===== src/ces_pkg.sv =====
// Constants, register map and state types for the carrier edge shaping block
package ces_pkg;
  // Printed register indices; byte address is four times the index
  localparam logic [7:0] IDX_KIND_106 = 8'h55;
  localparam logic [7:0] IDX_STYLE_106 = 8'h56;
  localparam logic [7:0] IDX_LENGTH_106 = 8'h57;
  localparam logic [7:0] IDX_RESID_212 = 8'h58;
  localparam logic [7:0] IDX_KIND_212 = 8'h59;
  localparam logic [7:0] IDX_CTRL = 8'h7E;
  localparam logic [7:0] IDX_STATUS = 8'h7F;
  // Field positions and write masks
  localparam int FALL_HI = 7;
  localparam int FALL_LO = 4;
  localparam int RISE_HI = 3;
  localparam int RISE_LO = 0;
  localparam int DBL_BIT = 7;
  localparam int NUM_HI = 4;
  localparam logic [7:0] STYLE_MASK = 8'h77;
  localparam logic [7:0] LENGTH_MASK = 8'h9F;
  // Reset values
  localparam logic [7:0] STYLE_RST = 8'h00;
  localparam logic [7:0] LENGTH_RST = 8'h04;
  localparam logic [7:0] RESID_RST = 8'h00;
  localparam logic [7:0] KIND_RST = 8'h11;
  // Edge type codes
  localparam logic [3:0] KIND_LIN1 = 4'h1;
  localparam logic [3:0] KIND_LIN2 = 4'h2;
  localparam logic [3:0] KIND_LIN3 = 4'h3;
  localparam logic [3:0] KIND_LUT = 4'h4;
  localparam logic [3:0] KIND_LUT_ADJ_COR = 4'h5;
  localparam logic [3:0] KIND_LUT_ADJ = 4'h6;
  localparam logic [7:0] AMP_FULL = 8'hFF;
  // Carrier divider default: one carrier cycle per this many ref_clk cycles
  localparam logic [7:0] CARRIER_DIV_DEF = 8'h02;
  // Four edge tables of eight fractions each, entry 0 in the low byte
  localparam logic [255:0] EDGE_LUT = {
    64'hFFF0D8B080502810, 64'hFFF0E0C8A8886030,
    64'hFFD0A07850301808, 64'hFFE0C0A080604020};
  typedef enum logic [1:0] {ST_IDLE, ST_FALL, ST_LOW, ST_RISE} ces_state_e;
  typedef struct packed {
    logic [7:0] style;
    logic [7:0] length;
    logic [7:0] resid;
    logic [7:0] kind212;
    logic [7:0] kind106;
    logic prof;
    logic [3:0] lat_fk;
    logic [3:0] lat_rk;
    logic [2:0] lat_fs;
    logic [2:0] lat_rs;
    logic [4:0] lat_n;
    logic lat_dbl;
    logic [7:0] lat_resid;
    ces_state_e state;
    logic [4:0] step;
    logic sub;
    logic [7:0] div;
    logic [7:0] amp;
    logic busy;
    logic [7:0] vdd_s1;
    logic [7:0] vdd_s2;
    logic ack;
    logic wait_r;
    logic [31:0] rdata;
  } ces_s;
endpackage


===== src/ces_edge_shaper.sv =====
// Carrier edge shaper with its settings registers on an Avalon-MM slave
//
// Chosen here: the Avalon-MM interface to the registers.
`timescale 1ns/1ps
`default_nettype none
module ces_edge_shaper #(
  parameter logic [7:0] CARRIER_DIV = ces_pkg::CARRIER_DIV_DEF
) (
  input wire logic ref_clk,
  input wire logic nrst,
  input wire logic [8:0] avs_address,
  input wire logic avs_read,
  input wire logic avs_write,
  input wire logic [31:0] avs_writedata,
  input wire logic [3:0] avs_byteenable,
  output logic [31:0] avs_readdata,
  output logic avs_waitrequest,
  input wire logic mod_pause,
  input wire logic [7:0] amplifier_supply_voltage,
  output logic [7:0] carrier_amp,
  output logic shaping_busy
);

  ces_pkg::ces_s r;
  ces_pkg::ces_s next_r;
  logic tick;
  logic [7:0] rd;
  logic [7:0] widx;

  // Fraction of the edge reached after transition state k of n, 0 to FF
  function automatic logic [7:0] edge_frac(input logic [3:0] kind, input logic [2:0] sel,
      input logic [4:0] k, input logic [4:0] n, input logic [7:0] vdd);
    logic [12:0] lin;
    logic [7:0] f;
    logic [2:0] idx;
    logic [15:0] prod;
    lin = ((13'(k) + 13'h1) * 13'h0FF) / 13'(n);
    f = lin[7:0];
    idx = 3'((8'(k) << 3) / 8'(n));
    prod = 16'h0000;
    case (kind)
      ces_pkg::KIND_LIN1: f = f;
      ces_pkg::KIND_LIN2: begin
        f = (f < 8'h80) ? f + (f >> 1) : 8'hC0 + ((f - 8'h80) >> 1);
      end
      ces_pkg::KIND_LIN3: begin
        if (f < 8'h55) begin
          f = f << 1;
        end else if (f < 8'hAA) begin
          f = 8'hAA + ((f - 8'h55) >> 1);
        end else begin
          f = 8'hD4 + ((f - 8'hAA) >> 1);
        end
      end
      ces_pkg::KIND_LUT, ces_pkg::KIND_LUT_ADJ_COR, ces_pkg::KIND_LUT_ADJ: begin
        f = ces_pkg::EDGE_LUT[{sel[1:0], idx, 3'h0} +: 8];
        if (kind != ces_pkg::KIND_LUT) begin
          // A weaker supply pulls the edge forward to keep its shape
          prod = 16'(8'hFF - f) * 16'(8'hFF - vdd);
          f = f + prod[15:8];
        end
        if (kind == ces_pkg::KIND_LUT_ADJ_COR) begin
          f = f - (f >> 4);
        end
      end
      default: f = 8'h00; // Reserved codes leave the level where it is
    endcase
    // Firmware styles: the style field speeds the start of the edge
    if (kind >= ces_pkg::KIND_LIN1 && kind <= ces_pkg::KIND_LIN3) begin
      f = f + ((8'hFF - f) >> (4'h8 - {1'b0, sel}));
    end
    // For edge type codes 1 to 6 the last state lands exactly on the target level, so the edge ends cleanly
    if (k == n - 5'h01 && kind >= ces_pkg::KIND_LIN1 && kind <= ces_pkg::KIND_LUT_ADJ) begin
      f = 8'hFF;
    end
    return f;
  endfunction

  // Level between two amplitudes at the given edge fraction
  function automatic logic [7:0] interp(input logic [7:0] from, input logic [7:0] to,
      input logic [7:0] f);
    logic [15:0] prod;
    if (to >= from) begin
      prod = 16'(to - from) * 16'(f);
      return from + 8'(prod / 16'h00FF);
    end else begin
      prod = 16'(from - to) * 16'(f);
      return from - 8'(prod / 16'h00FF);
    end
  endfunction

  assign tick = (r.div == CARRIER_DIV - 8'h01);
  assign widx = 8'(avs_address >> 2);

  // Register read multiplexer
  always_comb begin
    rd = 8'h00;
    case (widx)
      ces_pkg::IDX_KIND_106: rd = r.kind106;
      ces_pkg::IDX_STYLE_106: rd = r.style;
      ces_pkg::IDX_LENGTH_106: rd = r.length;
      ces_pkg::IDX_RESID_212: rd = r.resid;
      ces_pkg::IDX_KIND_212: rd = r.kind212;
      ces_pkg::IDX_CTRL: rd = {7'h00, r.prof};
      default: rd = 8'h00;
    endcase
  end

  // Next state of bus slave, settings, synchroniser and shaper
  always_comb begin
    next_r = r;
    next_r.ack = 1'b0;
    next_r.wait_r = 1'b1;
    // Answer one cycle after the request is seen
    if ((avs_read || avs_write) && !r.ack) begin
      next_r.ack = 1'b1;
      next_r.wait_r = 1'b0;
      if (widx == ces_pkg::IDX_STATUS) begin
        next_r.rdata = {8'h00, r.amp, 3'h0, r.step, 6'h00, r.state};
      end else begin
        next_r.rdata = {24'h000000, rd};
      end
    end
    // Write lands at the edge where waitrequest is low
    if (r.ack && avs_write && avs_byteenable[0]) begin
      case (widx)
        ces_pkg::IDX_KIND_106: next_r.kind106 = avs_writedata[7:0];
        ces_pkg::IDX_STYLE_106: next_r.style = avs_writedata[7:0] & ces_pkg::STYLE_MASK;
        ces_pkg::IDX_LENGTH_106: next_r.length = avs_writedata[7:0] & ces_pkg::LENGTH_MASK;
        ces_pkg::IDX_RESID_212: next_r.resid = avs_writedata[7:0];
        ces_pkg::IDX_KIND_212: next_r.kind212 = avs_writedata[7:0];
        ces_pkg::IDX_CTRL: next_r.prof = avs_writedata[0];
        default: next_r.prof = r.prof;
      endcase
    end
    // Supply level comes from outside the clock domain
    next_r.vdd_s1 = amplifier_supply_voltage;
    next_r.vdd_s2 = r.vdd_s1;
    next_r.div = tick ? 8'h00 : r.div + 8'h01;
    unique case (r.state)
      ces_pkg::ST_IDLE: begin
        next_r.amp = ces_pkg::AMP_FULL;
        if (mod_pause) begin
          // Settings are frozen for the whole pause
          next_r.lat_fk = r.prof ? r.kind212[ces_pkg::FALL_HI:ces_pkg::FALL_LO]
                                 : r.kind106[ces_pkg::FALL_HI:ces_pkg::FALL_LO];
          next_r.lat_rk = r.prof ? r.kind212[ces_pkg::RISE_HI:ces_pkg::RISE_LO]
                                 : r.kind106[ces_pkg::RISE_HI:ces_pkg::RISE_LO];
          next_r.lat_fs = r.style[6:4];
          next_r.lat_rs = r.style[2:0];
          next_r.lat_n = r.length[ces_pkg::NUM_HI:0];
          next_r.lat_dbl = r.length[ces_pkg::DBL_BIT];
          next_r.lat_resid = r.resid;
          next_r.step = 5'h00;
          next_r.sub = 1'b0;
          if (next_r.lat_n == 5'h00) begin
            next_r.state = ces_pkg::ST_LOW;
            next_r.amp = r.resid;
          end else begin
            next_r.state = ces_pkg::ST_FALL;
            next_r.amp = interp(ces_pkg::AMP_FULL, r.resid, edge_frac(next_r.lat_fk,
                next_r.lat_fs, 5'h00, next_r.lat_n, r.vdd_s2));
          end
        end
      end
      ces_pkg::ST_FALL, ces_pkg::ST_RISE: begin
        if (tick) begin
          if (r.lat_dbl && !r.sub) begin
            next_r.sub = 1'b1;
          end else begin
            next_r.sub = 1'b0;
            if (r.step == r.lat_n - 5'h01) begin
              next_r.state = (r.state == ces_pkg::ST_FALL) ? ces_pkg::ST_LOW : ces_pkg::ST_IDLE;
              next_r.amp = (r.state == ces_pkg::ST_FALL) ? r.lat_resid : ces_pkg::AMP_FULL;
            end else begin
              next_r.step = r.step + 5'h01;
              if (r.state == ces_pkg::ST_FALL) begin
                next_r.amp = interp(ces_pkg::AMP_FULL, r.lat_resid, edge_frac(r.lat_fk,
                    r.lat_fs, next_r.step, r.lat_n, r.vdd_s2));
              end else begin
                next_r.amp = interp(r.lat_resid, ces_pkg::AMP_FULL, edge_frac(r.lat_rk,
                    r.lat_rs, next_r.step, r.lat_n, r.vdd_s2));
              end
            end
          end
        end
      end
      ces_pkg::ST_LOW: begin
        next_r.amp = r.lat_resid;
        if (!mod_pause) begin
          next_r.step = 5'h00;
          next_r.sub = 1'b0;
          if (r.lat_n == 5'h00) begin
            next_r.state = ces_pkg::ST_IDLE;
            next_r.amp = ces_pkg::AMP_FULL;
          end else begin
            next_r.state = ces_pkg::ST_RISE;
            next_r.amp = interp(r.lat_resid, ces_pkg::AMP_FULL, edge_frac(r.lat_rk,
                r.lat_rs, 5'h00, r.lat_n, r.vdd_s2));
          end
        end
      end
    endcase
    next_r.busy = (next_r.state != ces_pkg::ST_IDLE);
  end

  // State register
  always_ff @(posedge ref_clk or negedge nrst) begin
    if (!nrst) begin
      r <= '0;
      r.style <= ces_pkg::STYLE_RST;
      r.length <= ces_pkg::LENGTH_RST;
      r.resid <= ces_pkg::RESID_RST;
      r.kind212 <= ces_pkg::KIND_RST;
      r.kind106 <= ces_pkg::KIND_RST;
      r.state <= ces_pkg::ST_IDLE;
      r.amp <= ces_pkg::AMP_FULL;
      r.wait_r <= 1'b1;
    end else begin
      r <= next_r;
    end
  end

  assign avs_readdata = r.rdata;
  assign avs_waitrequest = r.wait_r;
  assign carrier_amp = r.amp;
  assign shaping_busy = r.busy;

  // Checks on reserved bits, timing, levels and the bus answer
  a_style_reserved_zero: assert property (@(posedge ref_clk) disable iff (!nrst)
    !r.style[7] && !r.style[3])
    else $error("style register reserved bit set");
  a_length_reserved_zero: assert property (@(posedge ref_clk) disable iff (!nrst)
    r.length[6:5] == 2'h0)
    else $error("length register reserved bit set");
  a_single_state_hold: assert property (@(posedge ref_clk) disable iff (!nrst)
    (r.state == ces_pkg::ST_FALL && tick && !r.lat_dbl && r.step != r.lat_n - 5'h01)
    |=> r.step == $past(r.step) + 5'h01)
    else $error("transition state did not end after one carrier cycle");
  a_double_state_hold: assert property (@(posedge ref_clk) disable iff (!nrst)
    (r.busy && r.state != ces_pkg::ST_LOW && tick && r.lat_dbl && !r.sub)
    |=> $stable(r.step) && r.sub && $stable(r.state))
    else $error("doubled transition state ended early");
  a_fall_state_count: assert property (@(posedge ref_clk) disable iff (!nrst)
    $rose(r.state == ces_pkg::ST_LOW) && r.lat_n != 5'h00 |-> $past(r.step) == r.lat_n - 5'h01)
    else $error("falling edge used wrong number of states");
  a_residual_level: assert property (@(posedge ref_clk) disable iff (!nrst)
    r.state == ces_pkg::ST_LOW |-> r.amp == r.lat_resid)
    else $error("pause level differs from residual amplitude");
  a_settings_frozen: assert property (@(posedge ref_clk) disable iff (!nrst)
    r.busy && next_r.busy |=> $stable(r.lat_fk) && $stable(r.lat_n) && $stable(r.lat_resid))
    else $error("settings changed inside a pause");
  a_idle_full_level: assert property (@(posedge ref_clk) disable iff (!nrst)
    r.state == ces_pkg::ST_IDLE |-> r.amp == ces_pkg::AMP_FULL && !shaping_busy)
    else $error("idle carrier not at full amplitude");
  a_bus_answer_once: assert property (@(posedge ref_clk) disable iff (!nrst)
    (avs_read || avs_write) && !r.ack |=> !avs_waitrequest ##1 avs_waitrequest)
    else $error("bus answer not a single cycle after request");

  // Checks on settings capture at pause start, rise timing, divider and register writes
  a_settings_captured: assert property (@(posedge ref_clk) disable iff (!nrst)
    r.state == ces_pkg::ST_IDLE && mod_pause
    |=> {r.lat_dbl, 2'h0, r.lat_n} == $past(r.length) && r.lat_resid == $past(r.resid))
    else $error("pause settings not taken from the registers");
  a_style_captured: assert property (@(posedge ref_clk) disable iff (!nrst)
    r.state == ces_pkg::ST_IDLE && mod_pause
    |=> {1'b0, r.lat_fs, 1'b0, r.lat_rs} == $past(r.style))
    else $error("edge style fields not taken from the style register");
  a_kind_captured: assert property (@(posedge ref_clk) disable iff (!nrst)
    r.state == ces_pkg::ST_IDLE && mod_pause
    |=> {r.lat_fk, r.lat_rk} == ($past(r.prof) ? $past(r.kind212) : $past(r.kind106)))
    else $error("edge type nibbles not taken from the selected register");
  a_single_rise_hold: assert property (@(posedge ref_clk) disable iff (!nrst)
    (r.state == ces_pkg::ST_RISE && tick && !r.lat_dbl && r.step != r.lat_n - 5'h01)
    |=> r.step == $past(r.step) + 5'h01)
    else $error("rising transition state did not end after one carrier cycle");
  a_rise_state_count: assert property (@(posedge ref_clk) disable iff (!nrst)
    $rose(r.state == ces_pkg::ST_IDLE) && r.lat_n != 5'h00 |-> $past(r.step) == r.lat_n - 5'h01)
    else $error("rising edge used wrong number of states");
  a_carrier_divider: assert property (@(posedge ref_clk) disable iff (!nrst)
    r.div < CARRIER_DIV)
    else $error("carrier divider out of range");
  a_write_lands: assert property (@(posedge ref_clk) disable iff (!nrst)
    r.ack && avs_write && avs_byteenable[0] && widx == ces_pkg::IDX_RESID_212
    |=> r.resid == 8'($past(avs_writedata)))
    else $error("residual write did not land");

endmodule
`default_nettype wire


===== config.mk =====
export PLATFORM = sky130hd
export DESIGN_NAME = ces_edge_shaper
export DESIGN_NICKNAME = d
export VERILOG_FILES = /design/src/ces_pkg.sv /design/src/ces_edge_shaper.sv
export SDC_FILE = /design/constraint.sdc
export NUM_CORES = 2
export LEC_CHECK = 0
export BUFFER_PORTS_ARGS = -buffer_cell sky130_fd_sc_hd__buf_2
export CORE_UTILIZATION = 45
export CTS_BUF_LIST = sky130_fd_sc_hd__clkbuf_4 sky130_fd_sc_hd__clkbuf_8 sky130_fd_sc_hd__clkbuf_16
export CTS_CLUSTER_DIAMETER = 120
export DETAILED_ROUTE_END_ITERATION = 16
export SLEW_MARGIN = 20
export SYNTH_ARGS = -nofsm -noshare
export SYNTH_HDL_FRONTEND = slang
export SYNTH_SLANG_ARGS = --single-unit

===== constraint.sdc =====
create_clock -name ref_clk -period 64.4 [get_ports ref_clk]
set_input_delay 3.22 -clock ref_clk [delete_from_list [all_inputs] [get_ports ref_clk]]
set_output_delay 3.22 -clock ref_clk [all_outputs]
set_load 0.02 [all_outputs]

# Yosys cells after proc, flatten, opt, wreduce, memory -nomap -nowiden
# Index checks and enable logic that the tools add are counted.
# W data, S select, Z words.
# totals
ff_bits	140
word_cells	331
# classes
reduce_logical	38
mux	112
eq_ne	39
mul	13
n_lt_le_gt_ge	21
n_shift	8
add_sub_neg	62
n_div	14
# ops
operator	n
$shiftx A256 B9 Y8 const A	4
$mux W8	94
$div A16 B8 Y16 const B	8
$mul A9 B9 Y16	8
$pmux W8 S4	4
$add A8 B8 Y8	10
$add A8 B7 Y8 const A	9
$mul A16 B8 Y16	4
$sub A8 B8 Y9 const A	7
$eq A7 B7 Y1 const B	7
$lt A8 B8 Y1 const B	6
$pmux W8 S3	2
$pmux W8 S6	1
$sub A8 B8 Y8 const A	6
$sub A8 B8 Y8 const B	6
$eq A4 B3 Y1 const B	9
$mux W34	1
$shr A8 B4 Y8	4
$sub A8 B4 Y8	4
$div A8 B5 Y13 const A	2
$add A8 B7 Y8	3
$eq A4 B2 Y1 const B	6
$lt A8 B7 Y1 const B	3
$mux W24	1
41 further kinds	98

# Logic depth before layout (Yosys ltp)
# depth
depth_word	40
ltp_mapped	232
mapped_depth_nobuf	220

# Worst setup path before layout
# Ideal clock, no wire load.
# synth_path
kind	reg-to-reg
startpoint	reg r[68] (netlist bit)
endpoint	reg r (netlist bit carrier_amp[7])
arrival_ns	44.885
path_slack_ns	19.429
n_path_buf	14
setup_ns	0.086
stages_incl_launch_ff	215
path_cell_list	dfrtp_1 clkbuf_1 inv_1 ha_1 clkbuf_1 nor3_1 xor2_1 fa_1 inv_1 fa_1 fa_1 inv_1 ha_1 a21o_1 a21o_1 a221oi_1 xnor2_1 inv_1 [... 179 more ...] or2_2 nand2_1 maj3_1 mux2i_1 or4_1 o31ai_1 ha_1 a21o_1 a21oi_1 nor2b_1 o21a_1 o21ai_0 nand2b_1 a21oi_1 xor2_1 xnor2_1 a221oi_1 a21oi_1
# synth_between
elab_chain_cells	40
# synth_rtl
item	line	rtl
start: declaration	ces_edge_shaper.sv:24	ces_pkg::ces_s r;
start signal: assignment	ces_edge_shaper.sv:220	r <= next_r;
branches (longest 36 deep; another with $mul A6 B8 Y13)	n/a	
$mux W8 (*)	ces_edge_shaper.sv:172	if (r.step == r.lat_n - 5'h01) begin
$mux W8 (*)	ces_edge_shaper.sv:168	if (r.lat_dbl && !r.sub) begin
$mux W8 (*)	ces_edge_shaper.sv:167	if (tick) begin
$pmux W8 S3 (*)	ces_edge_shaper.sv:140	unique case (r.state)
# Mark *: on every way between the ends. The select of a mux whose other input is x is not followed.
# A chain may end at the register's enable or synchronous reset.

# Worst setup path in the final report
# layout_path
startpoint	reg r[68] (netlist bit)
endpoint	reg r (netlist bit carrier_amp[5])
# The elaborated chain is that of the path after synthesis.

==> out/qor.yml <==
status: "complete, no violations"
route.met2.wl_um: 79200
synth_xor_area_share_pct: 8.03
cts_buffers: 17
die_y_um: 365
crit_top_cell: "a21oi_1"
setup_viol: 0
max_freq_mhz: 18.9
crit_path_max_incr_delay_ns: 0.81
syn_inst: 7907
area_delta_synth_final_pct: 4.35
tightestPinTransition_ns: 1.12
timing.slew.headroom_pct: 24.5
cts_setup_buffers: 0
clockBufferDepth: 2
via_count: 55460
cp-end-kind: "flop"
rows: 133
synthArstFlopShare_pct: 100
synth-compound-area-share_pct: 21.9
h-tree-depth: 4
post_cts_resize_count: 0
finClkSkew_ns: 0.0428
portBuffers: 59
root_buffer: "clkbuf_16"
worstSetupPathType: "reg -> reg"
grt_pass1_vias: 53371
synth_simple_gate_area_share_pct: 21.7
avgSynthCellArea_um2: 7.52
hpwl_um: 138000
crit_required_ns: 64.83
arrival_ns: 53.47
cp_slowest_cell: "nor4_1"
yosys-top-cells-area: "ha_1, fa_1, nor2_1, inv_1, xnor2_1"
yosysTopAreaCell: "ha_1"
crit_path_start_kind: "flop"
ctsHoldBuffers: 0
yosysSeqAreaShare_pct: 5.46
grt_pass1_wl_um: 280000
antenna_found_initial: 3
avgViaCountPerCell: 5.80
whs_path_depth: 0
ys_warn_count: 0
top_layer_used: "met5"
layout_common_cells: "nor2_1, inv_1, ha_1"
slew_violations: 0
clkLatencyLatePin_ns: 0.51
synth_top_family_by_area: "adder cells"
rr_worst_depth: 209
grt_max_degree: 76
synth.mux.area_fraction_pct: 3.94
drc: 0
core_area_um2: 131000
synth_edf_count: 0
fin_setup_tns_ns: 0
wl_um: 172000
fin_crit_ns: 53.04
path_max_fanout: 21
start_util_pct: 45.3
wl_per_cell_um: 18.0
die_area_um2: 134000
final.period_utilization_pct: 82.4
dr_wl_met3_um: 8360
hold_viol: 0
synth_cell_types: 141
drt-pass1-iter-count: 5
synth-adder-area-share_pct: 30.9
place_congestion: 0.931
synth-seq-cells: 129
fin_nets: 9043
yosysTopAreaCellShare_pct: 16.2
maxCapViolations: 0
die_w_um: 365
hold_path_class: "reg -> reg"
drive_gt1_share_pct: 7.87
grt_use_total_pct: 25.5
overflow: 0
synth_area_um2: 59500
ant_nets: 0
cts_tree: "done"
cts_sinks: 129
grt_setup_unrepaired: "false"
cts.clk_slew.worst_paths_ns: 0.08
ys.flop_type: "dfrtp_1"
ios: 100
drtIter0Drc: 4004
wl_met1_um: 81500
final_common_cell: "nor2_1"
-- cell type report --
cell class                      count  area [um2]
Antenna cell                        2        5.00
Clock buffer                       17         425
Sequential cell                   129        3250
Timing Repair Buffer              148         970
Inverter                          914        3440
Clock inverter                     15         193
Fill cell                       13295       69300
Tap cell                         1755        2200
Multi-Input combinational cell   6579       51600
-- cells in the mapped netlist (all sizes together), types with 115 or more instances --
| cell | number |
|---|---|
| nor2 | 919 |
| inv | 903 |
| ha | 768 |
| nand2 | 542 |
| a21oi | 479 |
| fa | 428 |
| o21ai | 410 |
| xnor2 | 374 |
| clkbuf | 224 |
| nor3 | 205 |
| or2 | 195 |
| xor2 | 165 |
| nand3 | 156 |
| a21o | 145 |
| nand2b | 143 |
| o21a | 127 |
| dfrtp | 115 |
-- kinds of logic (layout without fill, tap and decap cells) --
family,count (synthesis),after routing
simple gates,2657,2657
compound gates,1940,1940
fa+ha+maj,1215,1215
buf+inv,1211,1094
xor+xnor,541,541
mux,213,213
flops,129,129
other cells,1,15
-- state kept, by name, indices dropped and copies added, names as in the netlist --
signal	flops
carrier_amp	8
shaping_busy	1
avs_readdata	21
r	90
avs_waitrequest	1
next_r	8
-- per-stage QoR --
| step | hold WS (ns) | utilization [%] | std cells | instance area, um2 | worst slack [ns] |
|---|---|---|---|---|---|
| floorplan | 0.331 | - | 7919 | 59500 | 19.43 |
| global placement | 0.340 | 46.7 | 9525 | 61400 | 12.66 |
| detailed placement | 0.336 | 46.8 | 9525 | 61400 | 11.97 |
| CTS | 0.356 | 47.2 | 9557 | 62000 | 11.76 |
| global route | 0.359 | 47.3 | 9557 | 62000 | 7.39 |
| finish | 0.353 | 47.3 | 9559 | 62000 | 11.36 |
-- per-layer routing --
metal  track usage (%)  up-vias
li1                  -    27151
met4              5.68        4
met3              2.68      190
met5                 0        -
met1              35.3    26820
met2              42.5     1295
-- worst max-delay path, delay by kind of cell (launching register included) --
family	cells	cell delay, ns
compound gates	92	19.54
flops	1	0.75
buf+inv	15	2.57
xor+xnor	8	2.57
fa+ha+maj	29	10.44
mux	6	1.91
simple gates	59	15.03
-- worst paths after layout --
check	startpoint	end	slack (ns)
setup / recovery	r[68]$_DFFE_PN0P_	carrier_amp[5]$_DFFE_PN1P_	11.36
hold / removal	next_r[35]$_DFF_PN0_	r[35]$_DFF_PN0_	0.35
setup reg to reg	r[68]$_DFFE_PN0P_	carrier_amp[5]$_DFFE_PN1P_	11.36
hold reg to reg	next_r[35]$_DFF_PN0_	r[35]$_DFF_PN0_	0.35
max in group asynchronous	nrst	r[85]$_DFFE_PN0P_	60.17
min in group asynchronous	nrst	avs_readdata[12]$_DFFE_PN0P_	2.70
Power is left out: the tool's default activity adds up to more than one toggle a clock period on the data nets, which glitch-free logic cannot reach.
